==> src/common/tbp_params.svh <==
// Constants of the token-bus parameter controller.
// Included by the package and the controller design file; definitions only.
`ifndef TBP_PARAMS_SVH
`define TBP_PARAMS_SVH
// Register offsets
`define TBP_A_CYCLE 4'h0
`define TBP_A_MAXNODE 4'h1
`define TBP_A_POLLCNT 4'h2
`define TBP_A_FRAMES 4'h3
`define TBP_A_STATUS 4'h4
`define TBP_A_IRQSTAT 4'h5
`define TBP_A_IRQMASK 4'h6
// Reset and default values
`define TBP_RST_CYCLE 8'h00
`define TBP_RST_MAXNODE 8'h3E
`define TBP_RST_POLLCNT 8'h04
`define TBP_RST_FRAMES 8'h0A
// Allowed ranges
`define TBP_MIN_CYCLE 8'h05
`define TBP_MAX_CYCLE 8'hFF
`define TBP_MIN_MAXNODE 8'h02
`define TBP_MAX_MAXNODE 8'h3E
`define TBP_MIN_POLLCNT 8'h01
`define TBP_MAX_POLLCNT 8'h3E
`define TBP_MIN_FRAMES 8'h05
`define TBP_MAX_FRAMES 8'hFF
`define TBP_MIN_NODE 6'h01
`define TBP_MAX_NODE 6'h3E
// Interrupt bit positions
`define TBP_I_REFUSE 0
`define TBP_I_RANGE 1
`define TBP_I_CONFLICT 2
`define TBP_I_EVERR 3
`define TBP_I_NVERR 4
`define TBP_I_COMMERR 5
// Timing: clock period and cycle-time unit, both in ns
`define TBP_CLK_NS 100
`define TBP_UNIT_NS 100000
`endif

==> src/common/tbp_pkg.sv <==
// Types of the token-bus parameter controller.
// Assumes tbp_params.svh sits on the include path.
`include "tbp_params.svh"
package tbp_pkg;
  // Start-up phases
  typedef enum logic [1:0] {PH_SETTLE, PH_LOAD, PH_RUN} tbp_phase_t;
  // Network parameter set
  typedef struct packed {
    logic [7:0] cycle;
    logic [7:0] maxNode;
    logic [7:0] pollCnt;
    logic [7:0] frames;
  } tbp_prm_t;
  // Whole state of the controller
  typedef struct packed {
    tbp_phase_t phase;
    logic [2:0] roleS;
    logic [5:0] nodeS1;
    logic [5:0] nodeS2;
    logic [5:0] nodeS3;
    logic [1:0] settle;
    logic polledRole;
    logic [5:0] ownNode;
    tbp_prm_t prm;
    logic [7:0] irqStat;
    logic [7:0] irqMask;
    logic [7:0] rdData;
    logic conflict;
    logic ledIn;
    logic ledCe;
    logic ledHe;
    logic [9:0] unitCnt;
    logic [7:0] cycCnt;
    logic [7:0] evCount;
    logic evGrant;
    logic evReject;
    logic [5:0] pollNode;
    logic [5:0] pollLeft;
    logic pollStb;
    logic nvWr;
    logic [1:0] nvIdx;
    logic [7:0] nvData;
    logic distStb;
  } tbp_state_t;
endpackage : tbp_pkg

==> src/rtl/tbp_range_chk.sv <==
// Range check of one parameter value.
// Pure combinational; ZERO_OK admits zero as an extra legal value.
`timescale 1ns/1ps
`default_nettype none
module tbp_range_chk #(
  parameter logic [7:0] MIN_V = 8'h00,
  parameter logic [7:0] MAX_V = 8'hFF,
  parameter bit ZERO_OK = 1'b0
) (
  // Value under test
  input wire logic [7:0] value,
  // Legal flag
  output logic ok
);
  // Inside the window, or zero where zero means automatic
  always_comb begin
    ok = ((value >= MIN_V) && (value <= MAX_V)) || (ZERO_OK && (value == 8'h00));
  end
endmodule : tbp_range_chk
`default_nettype wire

==> src/rtl/tbp_param_ctrl.sv <==
// Polling role and network parameter controller of a token-bus node.
// Assumes link logic, NV memory and event source run on sys_clk.
//
// The register addresses and the strobed register port are this design's own decisions.
`timescale 1ns/1ps
`default_nettype none
`include "tbp_params.svh"
module tbp_param_ctrl (
  // Clock and reset
  input wire logic sys_clk,
  input wire logic reset_n,
  // Register port
  input wire logic [3:0] regAddr,
  input wire logic [7:0] regWrData,
  input wire logic regWr,
  input wire logic regRd,
  output logic [7:0] regRdData,
  // Switches (pins)
  input wire logic roleSwitch,
  input wire logic [5:0] nodeSwitch,
  // Link status
  input wire logic dataLinkOn,
  input wire logic netJoined,
  input wire logic tokenBack,
  input wire logic pollReady,
  // Parameter distribution
  input wire logic distValid,
  input wire tbp_pkg::tbp_prm_t distIn,
  output logic distStb,
  output tbp_pkg::tbp_prm_t distOut,
  // Polling
  output logic pollStb,
  output logic [5:0] pollNode,
  // Event transmissions
  input wire logic evReq,
  output logic evGrant,
  output logic evReject,
  // Non-volatile copy
  input wire tbp_pkg::tbp_prm_t nvCopy,
  input wire logic nvCopyOk,
  output logic nvWr,
  output logic [1:0] nvIdx,
  output logic [7:0] nvData,
  // Indicators and flags
  output logic inNetworkInd,
  output logic commErrorInd,
  output logic hostErrorInd,
  output logic conflictFlag,
  output logic cycleTick,
  output logic irq
);
  import tbp_pkg::*;

  localparam int UNIT_CYC = `TBP_UNIT_NS / `TBP_CLK_NS;
  localparam logic [9:0] UNIT_LAST = 10'(UNIT_CYC - 1);

  tbp_state_t st_r;      // Registered state
  tbp_state_t st_nxt;    // Next state
  logic [3:0] rangeOk;   // Per-parameter legality of write data
  logic isPrm;           // Write targets a parameter
  logic wrAccept;        // Parameter write taken
  logic wrDiffer;        // Taken write changes the value
  logic cycStart;        // Start of a communications cycle
  logic [7:0] evAllowed; // Event sends per token cycle
  logic [9:0] evTmp;     // Budget plus rounding
  logic [7:0] curVal;    // Present value at write index
  logic [7:0] setIrq;    // Events this cycle
  logic [5:0] nextNode;  // Next node to poll

  // Range checkers, one per parameter
  tbp_range_chk #(.MIN_V(`TBP_MIN_CYCLE), .MAX_V(`TBP_MAX_CYCLE), .ZERO_OK(1'b1)) uChkCyc (
    .value(regWrData), .ok(rangeOk[0]));
  tbp_range_chk #(.MIN_V(`TBP_MIN_MAXNODE), .MAX_V(`TBP_MAX_MAXNODE), .ZERO_OK(1'b0)) uChkMax (
    .value(regWrData), .ok(rangeOk[1]));
  tbp_range_chk #(.MIN_V(`TBP_MIN_POLLCNT), .MAX_V(`TBP_MAX_POLLCNT), .ZERO_OK(1'b0)) uChkPol (
    .value(regWrData), .ok(rangeOk[2]));
  tbp_range_chk #(.MIN_V(`TBP_MIN_FRAMES), .MAX_V(`TBP_MAX_FRAMES), .ZERO_OK(1'b0)) uChkFrm (
    .value(regWrData), .ok(rangeOk[3]));

  // Decode of parameter writes
  always_comb begin
    isPrm = (regAddr <= `TBP_A_FRAMES);
    case (regAddr[1:0])
      2'd0: curVal = st_r.prm.cycle;
      2'd1: curVal = st_r.prm.maxNode;
      2'd2: curVal = st_r.prm.pollCnt;
      default: curVal = st_r.prm.frames;
    endcase
    wrAccept = regWr && isPrm && (st_r.phase == PH_RUN) && !dataLinkOn
               && rangeOk[regAddr[1:0]];
    wrDiffer = wrAccept && (curVal != regWrData);
  end

  // Event budget: ten frames give four sends, three frames per extra one
  always_comb begin
    evTmp = {2'b00, st_r.prm.frames} + 10'd2;
    evAllowed = 8'(evTmp / 10'd3);
  end

  // Cycle start: fixed timer when set and link on, else token return
  always_comb begin
    if (dataLinkOn && (st_r.prm.cycle != 8'h00)) begin
      cycStart = (st_r.unitCnt == UNIT_LAST) && (st_r.cycCnt == 8'h00);
    end else begin
      cycStart = tokenBack;
    end
  end

  // Next node, wrapping at the maximum node number
  always_comb begin
    if ({2'b00, st_r.pollNode} >= st_r.prm.maxNode) begin
      nextNode = `TBP_MIN_NODE;
    end else begin
      nextNode = st_r.pollNode + 6'd1;
    end
  end

  // Next-state logic
  always_comb begin
    st_nxt = st_r;
    setIrq = 8'h00;
    st_nxt.nvWr = 1'b0;
    st_nxt.distStb = 1'b0;
    st_nxt.pollStb = 1'b0;
    st_nxt.evGrant = 1'b0;
    st_nxt.evReject = 1'b0;
    st_nxt.rdData = 8'h00;
    // Pin synchronisers
    st_nxt.roleS = {st_r.roleS[1:0], roleSwitch};
    st_nxt.nodeS1 = nodeSwitch;
    st_nxt.nodeS2 = st_r.nodeS1;
    st_nxt.nodeS3 = st_r.nodeS2;
    case (st_r.phase)
      // Wait until switch samples agree
      PH_SETTLE: begin
        if ((st_r.roleS[1] == st_r.roleS[2]) && (st_r.nodeS2 == st_r.nodeS3)) begin
          st_nxt.settle = st_r.settle + 2'd1;
          if (st_r.settle == 2'd3) begin
            st_nxt.phase = PH_LOAD;
          end
        end else begin
          st_nxt.settle = 2'd0;
        end
      end
      // Latch role and node, restore parameters
      PH_LOAD: begin
        st_nxt.polledRole = st_r.roleS[2];
        st_nxt.ownNode = st_r.nodeS3;
        if ((st_r.nodeS3 < `TBP_MIN_NODE) || (st_r.nodeS3 > `TBP_MAX_NODE)) begin
          st_nxt.ledCe = 1'b1;
          setIrq[`TBP_I_COMMERR] = 1'b1;
        end
        if (nvCopyOk) begin
          st_nxt.prm = nvCopy;
        end else begin
          st_nxt.ledHe = 1'b1;
          setIrq[`TBP_I_NVERR] = 1'b1;
        end
        st_nxt.pollNode = st_r.nodeS3;
        st_nxt.phase = PH_RUN;
      end
      // Normal operation
      PH_RUN: begin
        st_nxt.ledIn = netJoined && !st_r.ledCe && !st_r.ledHe;
        // Fixed cycle timer, idle while link off
        if (dataLinkOn && (st_r.prm.cycle != 8'h00)) begin
          st_nxt.unitCnt = (st_r.unitCnt == UNIT_LAST) ? 10'd0 : st_r.unitCnt + 10'd1;
          if (st_r.unitCnt == UNIT_LAST) begin
            st_nxt.cycCnt = (st_r.cycCnt == 8'h00) ? st_r.prm.cycle - 8'h01
                                                   : st_r.cycCnt - 8'h01;
          end
        end else begin
          st_nxt.unitCnt = 10'd0;
          st_nxt.cycCnt = 8'h00;
        end
        // Polling node work at cycle start
        if (cycStart && !st_r.polledRole && st_r.ledIn) begin
          st_nxt.pollLeft = st_r.prm.pollCnt[5:0];
          st_nxt.distStb = 1'b1;
        end else if ((st_r.pollLeft != 6'd0) && pollReady) begin
          st_nxt.pollLeft = st_r.pollLeft - 6'd1;
          st_nxt.pollNode = nextNode;
          st_nxt.pollStb = 1'b1;
        end
        // Event budget per token cycle
        if (cycStart) begin
          st_nxt.evCount = 8'h00;
        end
        if (evReq) begin
          if (dataLinkOn && (st_r.evCount >= evAllowed) && !cycStart) begin
            st_nxt.evReject = 1'b1;
            setIrq[`TBP_I_EVERR] = 1'b1;
          end else begin
            st_nxt.evGrant = 1'b1;
            if (dataLinkOn) begin
              st_nxt.evCount = (cycStart ? 8'h00 : st_r.evCount) + 8'h01;
            end
          end
        end
        // Distributed parameters from the polling node
        if (st_r.polledRole && distValid && !wrAccept) begin
          st_nxt.prm = distIn;
        end
        // Parameter writes
        if (regWr && isPrm && !wrAccept) begin
          if (dataLinkOn) begin
            setIrq[`TBP_I_REFUSE] = 1'b1;
          end else begin
            setIrq[`TBP_I_RANGE] = 1'b1;
          end
        end
        if (wrAccept) begin
          case (regAddr[1:0])
            2'd0: st_nxt.prm.cycle = regWrData;
            2'd1: st_nxt.prm.maxNode = regWrData;
            2'd2: st_nxt.prm.pollCnt = regWrData;
            default: st_nxt.prm.frames = regWrData;
          endcase
          st_nxt.nvWr = 1'b1;
          st_nxt.nvIdx = regAddr[1:0];
          st_nxt.nvData = regWrData;
        end
        if (wrDiffer) begin
          st_nxt.conflict = 1'b1;
          setIrq[`TBP_I_CONFLICT] = 1'b1;
        end
      end
      default: begin
        st_nxt.phase = PH_SETTLE;
      end
    endcase
    // Mask write
    if (regWr && (regAddr == `TBP_A_IRQMASK)) begin
      st_nxt.irqMask = regWrData;
    end
    // Status: write one to clear; a new event wins
    if (regWr && (regAddr == `TBP_A_IRQSTAT)) begin
      st_nxt.irqStat = (st_r.irqStat & ~regWrData) | setIrq;
      st_nxt.conflict = (st_r.conflict && !regWrData[`TBP_I_CONFLICT]) || wrDiffer;
    end else begin
      st_nxt.irqStat = st_r.irqStat | setIrq;
    end
    // Read data, valid in the next cycle only
    if (regRd) begin
      case (regAddr)
        `TBP_A_CYCLE: st_nxt.rdData = st_r.prm.cycle;
        `TBP_A_MAXNODE: st_nxt.rdData = st_r.prm.maxNode;
        `TBP_A_POLLCNT: st_nxt.rdData = st_r.prm.pollCnt;
        `TBP_A_FRAMES: st_nxt.rdData = st_r.prm.frames;
        `TBP_A_STATUS: st_nxt.rdData = {2'b00, dataLinkOn, st_r.conflict, st_r.ledHe,
                                        st_r.ledCe, st_r.ledIn, st_r.polledRole};
        `TBP_A_IRQSTAT: st_nxt.rdData = st_r.irqStat;
        `TBP_A_IRQMASK: st_nxt.rdData = st_r.irqMask;
        default: st_nxt.rdData = 8'h00;
      endcase
    end
  end

  // State register with synchronous reset to defaults
  always_ff @(posedge sys_clk) begin
    if (!reset_n) begin
      st_r <= '0;
      st_r.phase <= PH_SETTLE;
      st_r.prm.cycle <= `TBP_RST_CYCLE;
      st_r.prm.maxNode <= `TBP_RST_MAXNODE;
      st_r.prm.pollCnt <= `TBP_RST_POLLCNT;
      st_r.prm.frames <= `TBP_RST_FRAMES;
    end else begin
      st_r <= st_nxt;
    end
  end

  // Outputs straight from state; cycleTick also follows dataLinkOn and tokenBack
  always_comb begin
    regRdData = st_r.rdData;
    distStb = st_r.distStb;
    distOut = st_r.prm;
    pollStb = st_r.pollStb;
    pollNode = st_r.pollNode;
    evGrant = st_r.evGrant;
    evReject = st_r.evReject;
    nvWr = st_r.nvWr;
    nvIdx = st_r.nvIdx;
    nvData = st_r.nvData;
    inNetworkInd = st_r.ledIn;
    commErrorInd = st_r.ledCe;
    hostErrorInd = st_r.ledHe;
    conflictFlag = st_r.conflict;
    cycleTick = cycStart && (st_r.phase == PH_RUN);
    irq = |(st_r.irqStat & st_r.irqMask);
  end
endmodule : tbp_param_ctrl
`default_nettype wire

==> config.mk <==
export PLATFORM = sky130hd
export DESIGN_NAME = tbp_param_ctrl
export DESIGN_NICKNAME = d
export VERILOG_FILES = /design/src/common/tbp_pkg.sv /design/src/rtl/tbp_range_chk.sv /design/src/rtl/tbp_param_ctrl.sv
export VERILOG_INCLUDE_DIRS = /design/src /design/src/common
export SDC_FILE = /design/constraint.sdc
export NUM_CORES = 1
export LEC_CHECK = 0
export BUFFER_PORTS_ARGS = -buffer_cell sky130_fd_sc_hd__clkbuf_2
export CAP_MARGIN = 5
export CORE_UTILIZATION = 57
export DETAILED_ROUTE_END_ITERATION = 10
export GPL_TIMING_DRIVEN = 0
export PLACE_DENSITY = 0.81
export SLEW_MARGIN = 20
export SYNTH_ARGS = -nofsm -noshare
export SYNTH_HDL_FRONTEND = slang
export SYNTH_SLANG_ARGS = --single-unit
export TNS_END_PERCENT = 50
==> constraint.sdc <==
create_clock -name sys_clk -period 9.15 [get_ports sys_clk]
set_input_delay 2.745 -clock sys_clk [delete_from_list [all_inputs] [get_ports sys_clk]]
set_output_delay 2.745 -clock sys_clk [all_outputs]
set_load 0.02 [all_outputs]
### Yosys cells after proc, flatten, opt, wreduce, memory -nomap -nowiden

Cells that the tools add are included.

| storage, ports and cells | value |
|---|---|
| input port bits | 94 |
| output and inout bits | 67 |
| logic and storage cells | 186 |
| bits in registers | 139 |

| cells by class | value |
|---|---|
| $lt $le $gt $ge | 11 |
| divide/modulo/power cells | 1 |
| mux-type cells | 46 |
| equal/unequal tests | 21 |
| bitwise gates (word level) | 8 |
| $add $sub $neg | 8 |
| reduce and logical (&&, ||, !) cells | 61 |

Operator list:

| cell | number |
|---|---|
| 2-to-1 mux 32 bit | 3 |
| 2-to-1 mux 8 bit | 9 |
| case mux 32 bit (2 select lines) | 1 |
| case mux 8 bit (7 select lines) | 1 |
| logical AND 1 bit | 25 |
| case mux 8 bit (3 select lines) | 1 |
| 2-to-1 mux 10 bit | 2 |
| 2-to-1 mux 18 bit | 1 |
| 2-to-1 mux 6 bit | 3 |
| AND reduction 2 bit | 9 |
| AND 8 bit | 2 |
| zero test 8 bit | 2 |
| bitwise OR 8 x 6 -> 8 bit | 2 |
| subtractor 8 x 1 -> 8 bit (second input constant) | 2 |
| 2-to-1 mux 13 bit | 1 |
| == test 4 x 3 -> 1 bit (second input constant) | 3 |
| 2-to-1 mux 1 bit | 12 |
| 2-to-1 mux 2 bit | 6 |
| case mux 6 bit (2 select lines) | 1 |
| 2-to-1 mux 11 bit | 1 |
| adder 10 x 1 -> 10 bit (second input constant) | 1 |
| divider 10 x 2 -> 10 bit (second input constant) | 1 |
| == test 10 bit (second input constant) | 1 |
| != test 2 bit (second input constant) | 5 |
| other kinds (40) | 61 |

### Depth between registers and ports, before layout

Gate-level depths: netlist of the first run.

| logic depth | value |
|---|---|
| depth in word-level cells | 12 |
| gate-level depth with buffers | 36 |
| gate-level depth less buffers | 34 |

### By module

From an unflattened synthesis of the first run, not the netlist that was laid out.

| unflattened totals | value |
|---|---|
| cell total of the unflattened synthesis | 1199 |
| area, all modules | 9377.7 um^2 |

Modules (own cells, without submodules):

| module | instances | seq. area each (um^2) | area an instance (um^2) | cells an instance |
|---|---|---|---|---|
| tbp_param_ctrl | 1 | 2782.7 | 9263.9 | 1178 |
| tbp_range_chk at uChkPol | 1 | 0.0 | 32.5 | 6 |
| tbp_range_chk at uChkMax | 1 | 0.0 | 31.3 | 6 |
| tbp_range_chk at uChkCyc | 1 | 0.0 | 26.3 | 5 |
| tbp_range_chk at uChkFrm | 1 | 0.0 | 23.8 | 4 |

### Worst setup path after synthesis of the first run

Ideal clock, no wire load.

| path | value |
|---|---|
| path kind | register -> register |
| from | reg st_r (netlist bit distOut[1]) |
| to | reg st_r[34] in the netlist's numbering |
| arrival | 7.558 ns |
| cell stages (with the launch flop) | 36 |
| setup slack | 1.464 ns |
| buffers on the path | 2 |
| setup time | 0.128 ns |
| clock period less this slack | 7.686 ns |
| required time | 9.022 ns |
| cell sequence | dfxtp_1 > buf_4 > inv_1 > ha_1 > inv_1 > or3_1 > a21oi_2 > o41a_1 > nor3_1 > or4b_1 > o2111a_2 > a222oi_1 > a31oi_1 > xnor2_1 > ha_1 > nor3_1 > nor2b_1 > and2_1 > mux2i_1 > a32o_1 > a211o_1 > ha_1 > nand2b_1 > a21o_1 > a21o_1 > a21o_1 > a21o_1 > a21o_1 > a21o_1 > a21oi_1 > nor2_1 > or3_1 > clkbuf_1 > nor4_1 > xor2_1 > nor2_1 |

| between the ends | value |
|---|---|
| cells in the longest elaborated chain, start to end | 7 |

RTL lines:

| element | line | source |
|---|---|---|
| start, declared | tbp_param_ctrl.sv:57 | `tbp_state_t st_r;` |
| start signal, assigned | tbp_param_ctrl.sv:269 | `st_r <= st_nxt;` |
| adder 8 x 2 -> 9 bit | tbp_param_ctrl.sv:96 | `evTmp = {2'b00, st_r.prm.frames} + 10'd2;` |
| divider 10 x 2 -> 10 bit | tbp_param_ctrl.sv:97 | `evAllowed = 8'(evTmp / 10'd3);` |
| greater-or-equal comparator 8 bit | tbp_param_ctrl.sv:190 | `if (dataLinkOn && (st_r.evCount >= evAllowed) && !cycStart) begin` |
| logical AND 1 bit (2 in series) | tbp_param_ctrl.sv:190 |  |
| 2-to-1 mux 9 bit | tbp_param_ctrl.sv:190 |  |
| 2-to-1 mux 10 bit | tbp_param_ctrl.sv:189 | `if (evReq) begin` |

Every way passes these cells.
A chain may end at the register's enable or synchronous reset.

### Worst setup path after layout of the first run

Ends and elaborated chain as after synthesis.

==> results of run 1 <==
## cell usage in the layout, fill, tap and decap left out, types with 9 or more instances in the layout
cell type  count
a21oi_1       70
and2_1        29
nor2b_1       10
buf_4         60
inv_1         35
nand2_1       83
o22ai_1        9
o21ai_0       54
buf_1         13
mux2i_1       69
a211oi_1      68
ha_1          29
clkbuf_16     17
nand2b_1      11
dfxtp_1      139
nand4_1       12
nor3_1        16
a22oi_1       16
xnor2_1       24
clkbuf_1      56
nand3_1       25
nor2_1       168
nor4_1        12
clkbuf_2     155
a21o_1        10
xor2_1        21
## layout make-up
class	count	area [um2]
timing repair buffer	157	791
tap	211	264
multi-input combinational	846	5420
inverter	36	135
clock inverter	15	176
sequential	139	2780
buffer	134	742
clock buffer	17	425
fill	1315	4630
## power groups by stage
stage | Clock [mW] | Combinational [mW] | Sequential [mW]
2_1_floorplan | 0 | 0.0471 | 0.626
3_3_place_gp | 0 | 0.0879 | 0.627
3_5_place_dp | 0 | 0.0892 | 0.627
4_1_cts | 0.710 | 0.0898 | 0.614
5_1_grt | 0.742 | 0.0977 | 0.614
6_report | 0.711 | 0.0932 | 0.614
## state kept, by name, indices dropped and copies added, names as in the netlist, 2 cells and up
signal,cells
nvData,8
st_r,60
pollNode,6
distOut,32
nvIdx,2
regRdData,8
st_nxt,14
## synth_stat cells, types with 6 or more instances
library cell and number:
nor2_1 168, dfxtp_1 139, nand2_1 83, a21oi_1 70, mux2i_1 69, a211oi_1 68
buf_4 58, clkbuf_1 56, o21ai_0 54, inv_1 35, and2_1 29, ha_1 29
nand3_1 25, xnor2_1 24, xor2_1 21, a22oi_1 16, nor3_1 16, buf_1 13
nand4_1 12, nor4_1 12, nand2b_1 11, a21o_1 10, nor2b_1 10, o22ai_1 9
and3_1 8, or3_1 7, nor4b_1 6, o221ai_1 6
## routing by layer
| layer | up-vias | routed length (um) | global-route usage |
|---|---|---|---|
| li1 | 4415 | - | - |
| met5 | - | 0 | 0 |
| met4 | 0 | 1690 | 0.223 |
| met2 | 653 | 13400 | 0.577 |
| met3 | 146 | 3100 | 0.0735 |
| met1 | 4380 | 10900 | 0.426 |
## timing repair
action,4_1_cts,5_1_grt
setup buffers,0,2
gates resized for setup,0,0
endpoints found under the setup margin,0,5
## how the worst min path moves through the flow
stage                                 startpoint  cells past startpoint                     end
after floorplan           st_nxt[128]$_SDFF_PN0_                      1  st_nxt[122]$_SDFF_PN0_
after global placement    st_nxt[129]$_SDFF_PN0_                      1  st_nxt[123]$_SDFF_PN0_
after detailed placement  st_nxt[131]$_SDFF_PN0_                      1  st_nxt[125]$_SDFF_PN0_
after CTS                 st_nxt[131]$_SDFF_PN0_                      1  st_nxt[125]$_SDFF_PN0_
after global routing      st_nxt[141]$_SDFF_PN0_                      1  st_nxt[142]$_SDFF_PN0_
final                     st_nxt[131]$_SDFF_PN0_                      1  st_nxt[125]$_SDFF_PN0_
## per-stage QoR
stage	setup WS, ns	utilization	total power [mW]	area [um2]	instances
after floorplan	1.46	-	0.673	9080	1155
after CTS	0.284	0.697	1.41	10700	1553
after global routing	0.277	0.699	1.45	10700	1555
after global placement	0.465	0.658	0.715	10100	1521
final	0.629	0.699	1.42	10700	1555
after detailed placement	0.315	0.658	0.716	10100	1521
## worst max-delay path: cells and delay by family (launching register included)
family	cells	cell delay (ns)
simple gates	12	2.85
compound gates	13	2.65
fa+ha+maj	3	0.95
buf+inv	4	0.69
flops	1	0.53
xor+xnor	2	0.38
mux	2	0.36
## cells by family after synthesis
family          share of synthesized area
simple gates                        0.217
flops                               0.307
compound gates                      0.209
fa+ha+maj                          0.0400
mux                                0.0860
buf+inv                            0.0966
xor+xnor                           0.0452
==> results_dict.tcl, run 1 <==
set metrics [dict create \
    via_per_inst 6.17 \
    vias 9594 \
    seq_power_share 0.433 \
    slew_headroom 0.312 \
    cp_slowest_cell "dfxtp_1" \
    startpoint "distOut[1]$_SDFFE_PN1P_" \
    crit_path_end_kind "register" \
    synth_top_cell_by_area "dfxtp_1" \
    wire_per_inst_um 18.7 \
    startpoint_type "register" \
    cts.sinks 139 \
    ff2ff_setup_slack_ns 0.63 \
    cp_slowest_stage_delay_ns 0.53 \
    tightest_slew_ns 1.03 \
    crit_end "st_r[34]$_SDFFE_PN0P_" \
    ys_seq_area_frac 0.307 \
    p_switching_mw 0.360 \
    ff2ff_path_depth 36 \
    worstPathArrival_ns 8.82 \
    worstPathRequired_ns 9.45 \
    clock_latency_ns 0.44 \
    route.detailed.drc 0 \
    fin_skew_ns 0.0171 \
    setup_viol 0 \
    grt_overflow 0 \
    clk_pin_slew_ns 0.07 \
    area_growth_pct 18.3 \
    firstDrtPassIters 6 \
    holdWs_ns 0.432 \
    drv_cap 0 \
    die_area_mm2 0.0164 \
    avgSynthCellArea_um2 7.86 \
    grt_setup_unrepaired "no" \
    gp_congestion 1.01 \
    die_h_um 128 \
    combPwrFrac 0.066 \
    synth_nets 1278 \
    p_leak_nw 4.41 \
    initial_utilization 0.591 \
    final.min_clock_period_ns 8.52 \
    cts_buffers 17 \
    max-vdd-ir-drop_mv 0.149 \
    yosys_warnings 0 \
    routed_wirelength_um 29000 \
    h-tree-depth 4 \
    cts-hold-fix-buffers 0 \
    drive_above_1_share 0.208 \
    syn_area_mm2 0.00908 \
    portBuffers 155 \
    p_int_mw 1.06 \
    rows 45 \
    switching_share 0.254 \
    crit_fanout 10 \
    fmax_mhz 117 \
    syn_inst 1155 \
    antenna_found_initial 0 \
    grt_pass1_vias 8773 \
    cts_tree "built" \
    drv_slew 0 \
    async_flop_share 0 \
    core_mm2 0.0154 \
    synth-edff-count 0 \
    io_pins 161 \
    grt_pass1_wl_um 45000 \
    synth_cell_types 78 \
    hpwl_um 21500 \
    r2r-end "st_r[34]$_SDFFE_PN0P_" \
    r2r_start "distOut[1]$_SDFFE_PN1P_" \
    crit_path_frequent_cell "a21o_1" \
    synthFlopType "dfxtp_1" \
    synth.area.top_cells "dfxtp_1 31%, mux2i_1 7.6%, nor2_1 6.9%" \
    status "completed" \
    synth_top_area_frac 0.307 \
    antenna_cells_inserted 0 \
    root_buffer "clkbuf_16" \
    drt_iter0_markers 1079 \
    die_x_um 128 \
    p_per_area_mw_per_mm2 132 \
    nets 1454 \
    grt_max_degree 17 \
    gr-usage-all-layers 0.354 \
    ys_ff_latch 139 \
    post-route-period-util 0.931 \
    setup_tns_ns 0 \
    hold_viol_final 0 \
    postRouteAntennaNets 0 \
    power_frac_clock 0.501 \
    critPathKind "reg -> reg" \
    worstHoldPathType "reg -> reg" \
    clockBufferDepth 2 \
]
Note: power is estimated with default switching activity, not from simulation.
==> run 2: changes to the inputs <==
- ABC_AREA: default -> 1
==> results_dict.tcl, run 2 <==
set metrics [dict create \
    die_h_um 126 \
    p_leak_nw 4.99 \
    drt_iter0_markers 1024 \
    ff2ff_setup_slack_ns 2.67 \
    syn_inst 1257 \
    post-route-period-util 0.773 \
    p_per_area_mw_per_mm2 207 \
    gr-usage-all-layers 0.369 \
    crit_path_end_kind "output pin" \
    final_area_mm2 0.0105 \
    hpwl_um 22300 \
    yosys_warnings 0 \
    synth_top_cell_by_area "dfxtp_1" \
    clk_pin_slew_ns 0.06 \
    final.min_clock_period_ns 7.07 \
    postRouteAntennaNets 0 \
    gp_congestion 1.01 \
    cts_resized 0 \
    grt_max_degree 17 \
    setup_viol 0 \
    via_per_inst 5.88 \
    vias 9626 \
    largest_reg_flops 60 \
    placed_cell_area_mm2 0.00984 \
    die_area_mm2 0.0160 \
    critPathKind "in -> out" \
    cts-hold-fix-buffers 0 \
    drv_cap 0 \
    worstPathRequired_ns 6.41 \
    routed_wirelength_um 29200 \
    io_pins 161 \
    syn_area_mm2 0.00881 \
    status "completed" \
    drive_above_1_share 0.224 \
    cts_tree "built" \
    tightest_slew_ns 1.04 \
    clockBufferDepth 2 \
    ys_ff_latch 139 \
    rows 45 \
    fin_skew_ns 0.0105 \
    wire_per_inst_um 17.9 \
    holdWs_ns 0.411 \
    root_buffer "clkbuf_16" \
    initial_utilization 0.582 \
    slew_headroom 0.302 \
    synth_cell_types 58 \
    synth_most_common_cell "nand2_1" \
    worstHoldPathType "reg -> reg" \
    cts_buffers 17 \
    synthFlopType "dfxtp_1" \
    nets 1558 \
    top_register "st_r" \
    p_total_mw 2.17 \
    synth.area.top_cells "dfxtp_1 32%, nand2_1 9.0%, a21oi_1 6.9%" \
    synth_top_area_frac 0.316 \
    grt_setup_unrepaired "no" \
    clock_latency_ns 0.43 \
    final_cell_mix "211 x nand2_1, 160 x clkbuf_2, 146 x inv_1, 139 x dfxtp_1, 122 x a21oi_1" \
    antenna_cells_inserted 0 \
    antenna_found_initial 0 \
    area_growth_pct 18.8 \
    worstPathArrival_ns 4.33 \
    crit_fanout 5 \
    fmax_mhz 141 \
    cts.sinks 139 \
    die_x_um 126 \
    async_flop_share 0 \
    firstDrtPassIters 6 \
    synth_nets 1380 \
    synth.top_cells.by_count "211 x nand2_1, 146 x inv_1, 139 x dfxtp_1, 122 x a21oi_1, 116 x o21ai_0" \
    synth-edff-count 0 \
    drv_slew 0 \
    max-vdd-ir-drop_mv 0.159 \
    h-tree-depth 4 \
    portBuffers 159 \
    core_mm2 0.0151 \
    hold_viol_final 0 \
    ys_seq_area_frac 0.316 \
    setup_tns_ns 0 \
    final_common_cell "nand2_1" \
    avgSynthCellArea_um2 7.01 \
    grt_overflow 0 \
    startpoint_type "input pin" \
    route.detailed.drc 0 \
    cts.repair_timing.setup_buffer_count 0 \
    grt_pass1_vias 8714 \
    grt_pass1_wl_um 45300 \
]
## run 2: cell families after synthesis
group,count (synthesis),synth area share
AO/OA/AOI/OAI,345,0.228
XOR/XNOR,29,0.0288
flip-flops,139,0.316
buffers and inverters,262,0.136
adder cells (fa/ha/maj),29,0.0412
AND/OR/NAND/NOR,453,0.251
## run 2: final cells by class
| cell class | instances | area (um2) |
|---|---|---|
| Buffer | 100 | 588 |
| Tap cell | 188 | 235 |
| Clock buffer | 17 | 425 |
| Multi-Input combinational cell | 856 | 4830 |
| Timing Repair Buffer | 159 | 796 |
| Sequential cell | 139 | 2780 |
| Fill cell | 1317 | 4670 |
| Inverter | 162 | 609 |
| Clock inverter | 15 | 201 |
## run 2: path summary, 6_finish.rpt
path / end / start / cells past startpoint
hold reg to reg: st_nxt[124]$_SDFF_PN0_ / st_nxt[130]$_SDFF_PN0_ / 2
setup / recovery: cycleTick / dataLinkOn / 8
hold / removal: st_nxt[124]$_SDFF_PN0_ / st_nxt[130]$_SDFF_PN0_ / 2
setup reg to reg: st_r[32]$_SDFFE_PN0P_ / distOut[2]$_SDFFE_PN0P_ / 48
## run 2: metal layers
| metal | GRT usage | vias to the layer above | part of all wire |
|---|---|---|---|
| li1 | - | 4561 | - |
| met1 | 0.464 | 4364 | 0.39 |
| met2 | 0.595 | 583 | 0.45 |
| met3 | 0.0844 | 118 | 0.11 |
| met4 | 0.183 | 0 | 0.051 |
| met5 | 0 | - | 0 |
## run 2: metrics by stage
stage / util / instances / setup WS, ns
2_1_floorplan: - / 1257 / 2.85
3_3_place_gp: 0.650 / 1604 / 2.20
3_5_place_dp: 0.650 / 1604 / 2.19
4_1_cts: 0.691 / 1636 / 2.15
5_1_grt: 0.691 / 1636 / 1.91
6_report: 0.691 / 1636 / 2.08
## run 2: worst max-delay path, stage by stage
cell and delay [ns]:
clkbuf_2 0.24, o21ai_0 0.23, inv_1 0.12, nand3_1 0.07, nand2_1 0.23, inv_1 0.16
nor2_1 0.29, clkbuf_2 0.23
## run 2: power by group
group / total [mW] / internal [mW] / leakage, nW / switching [mW]
Clock: 0.746 / 0.441 / 0.306 / 0.305
Combinational: 0.747 / 0.267 / 3.55 / 0.480
Sequential: 0.676 / 0.637 / 1.13 / 0.0388
Total: 2.17 / 1.35 / 4.99 / 0.824
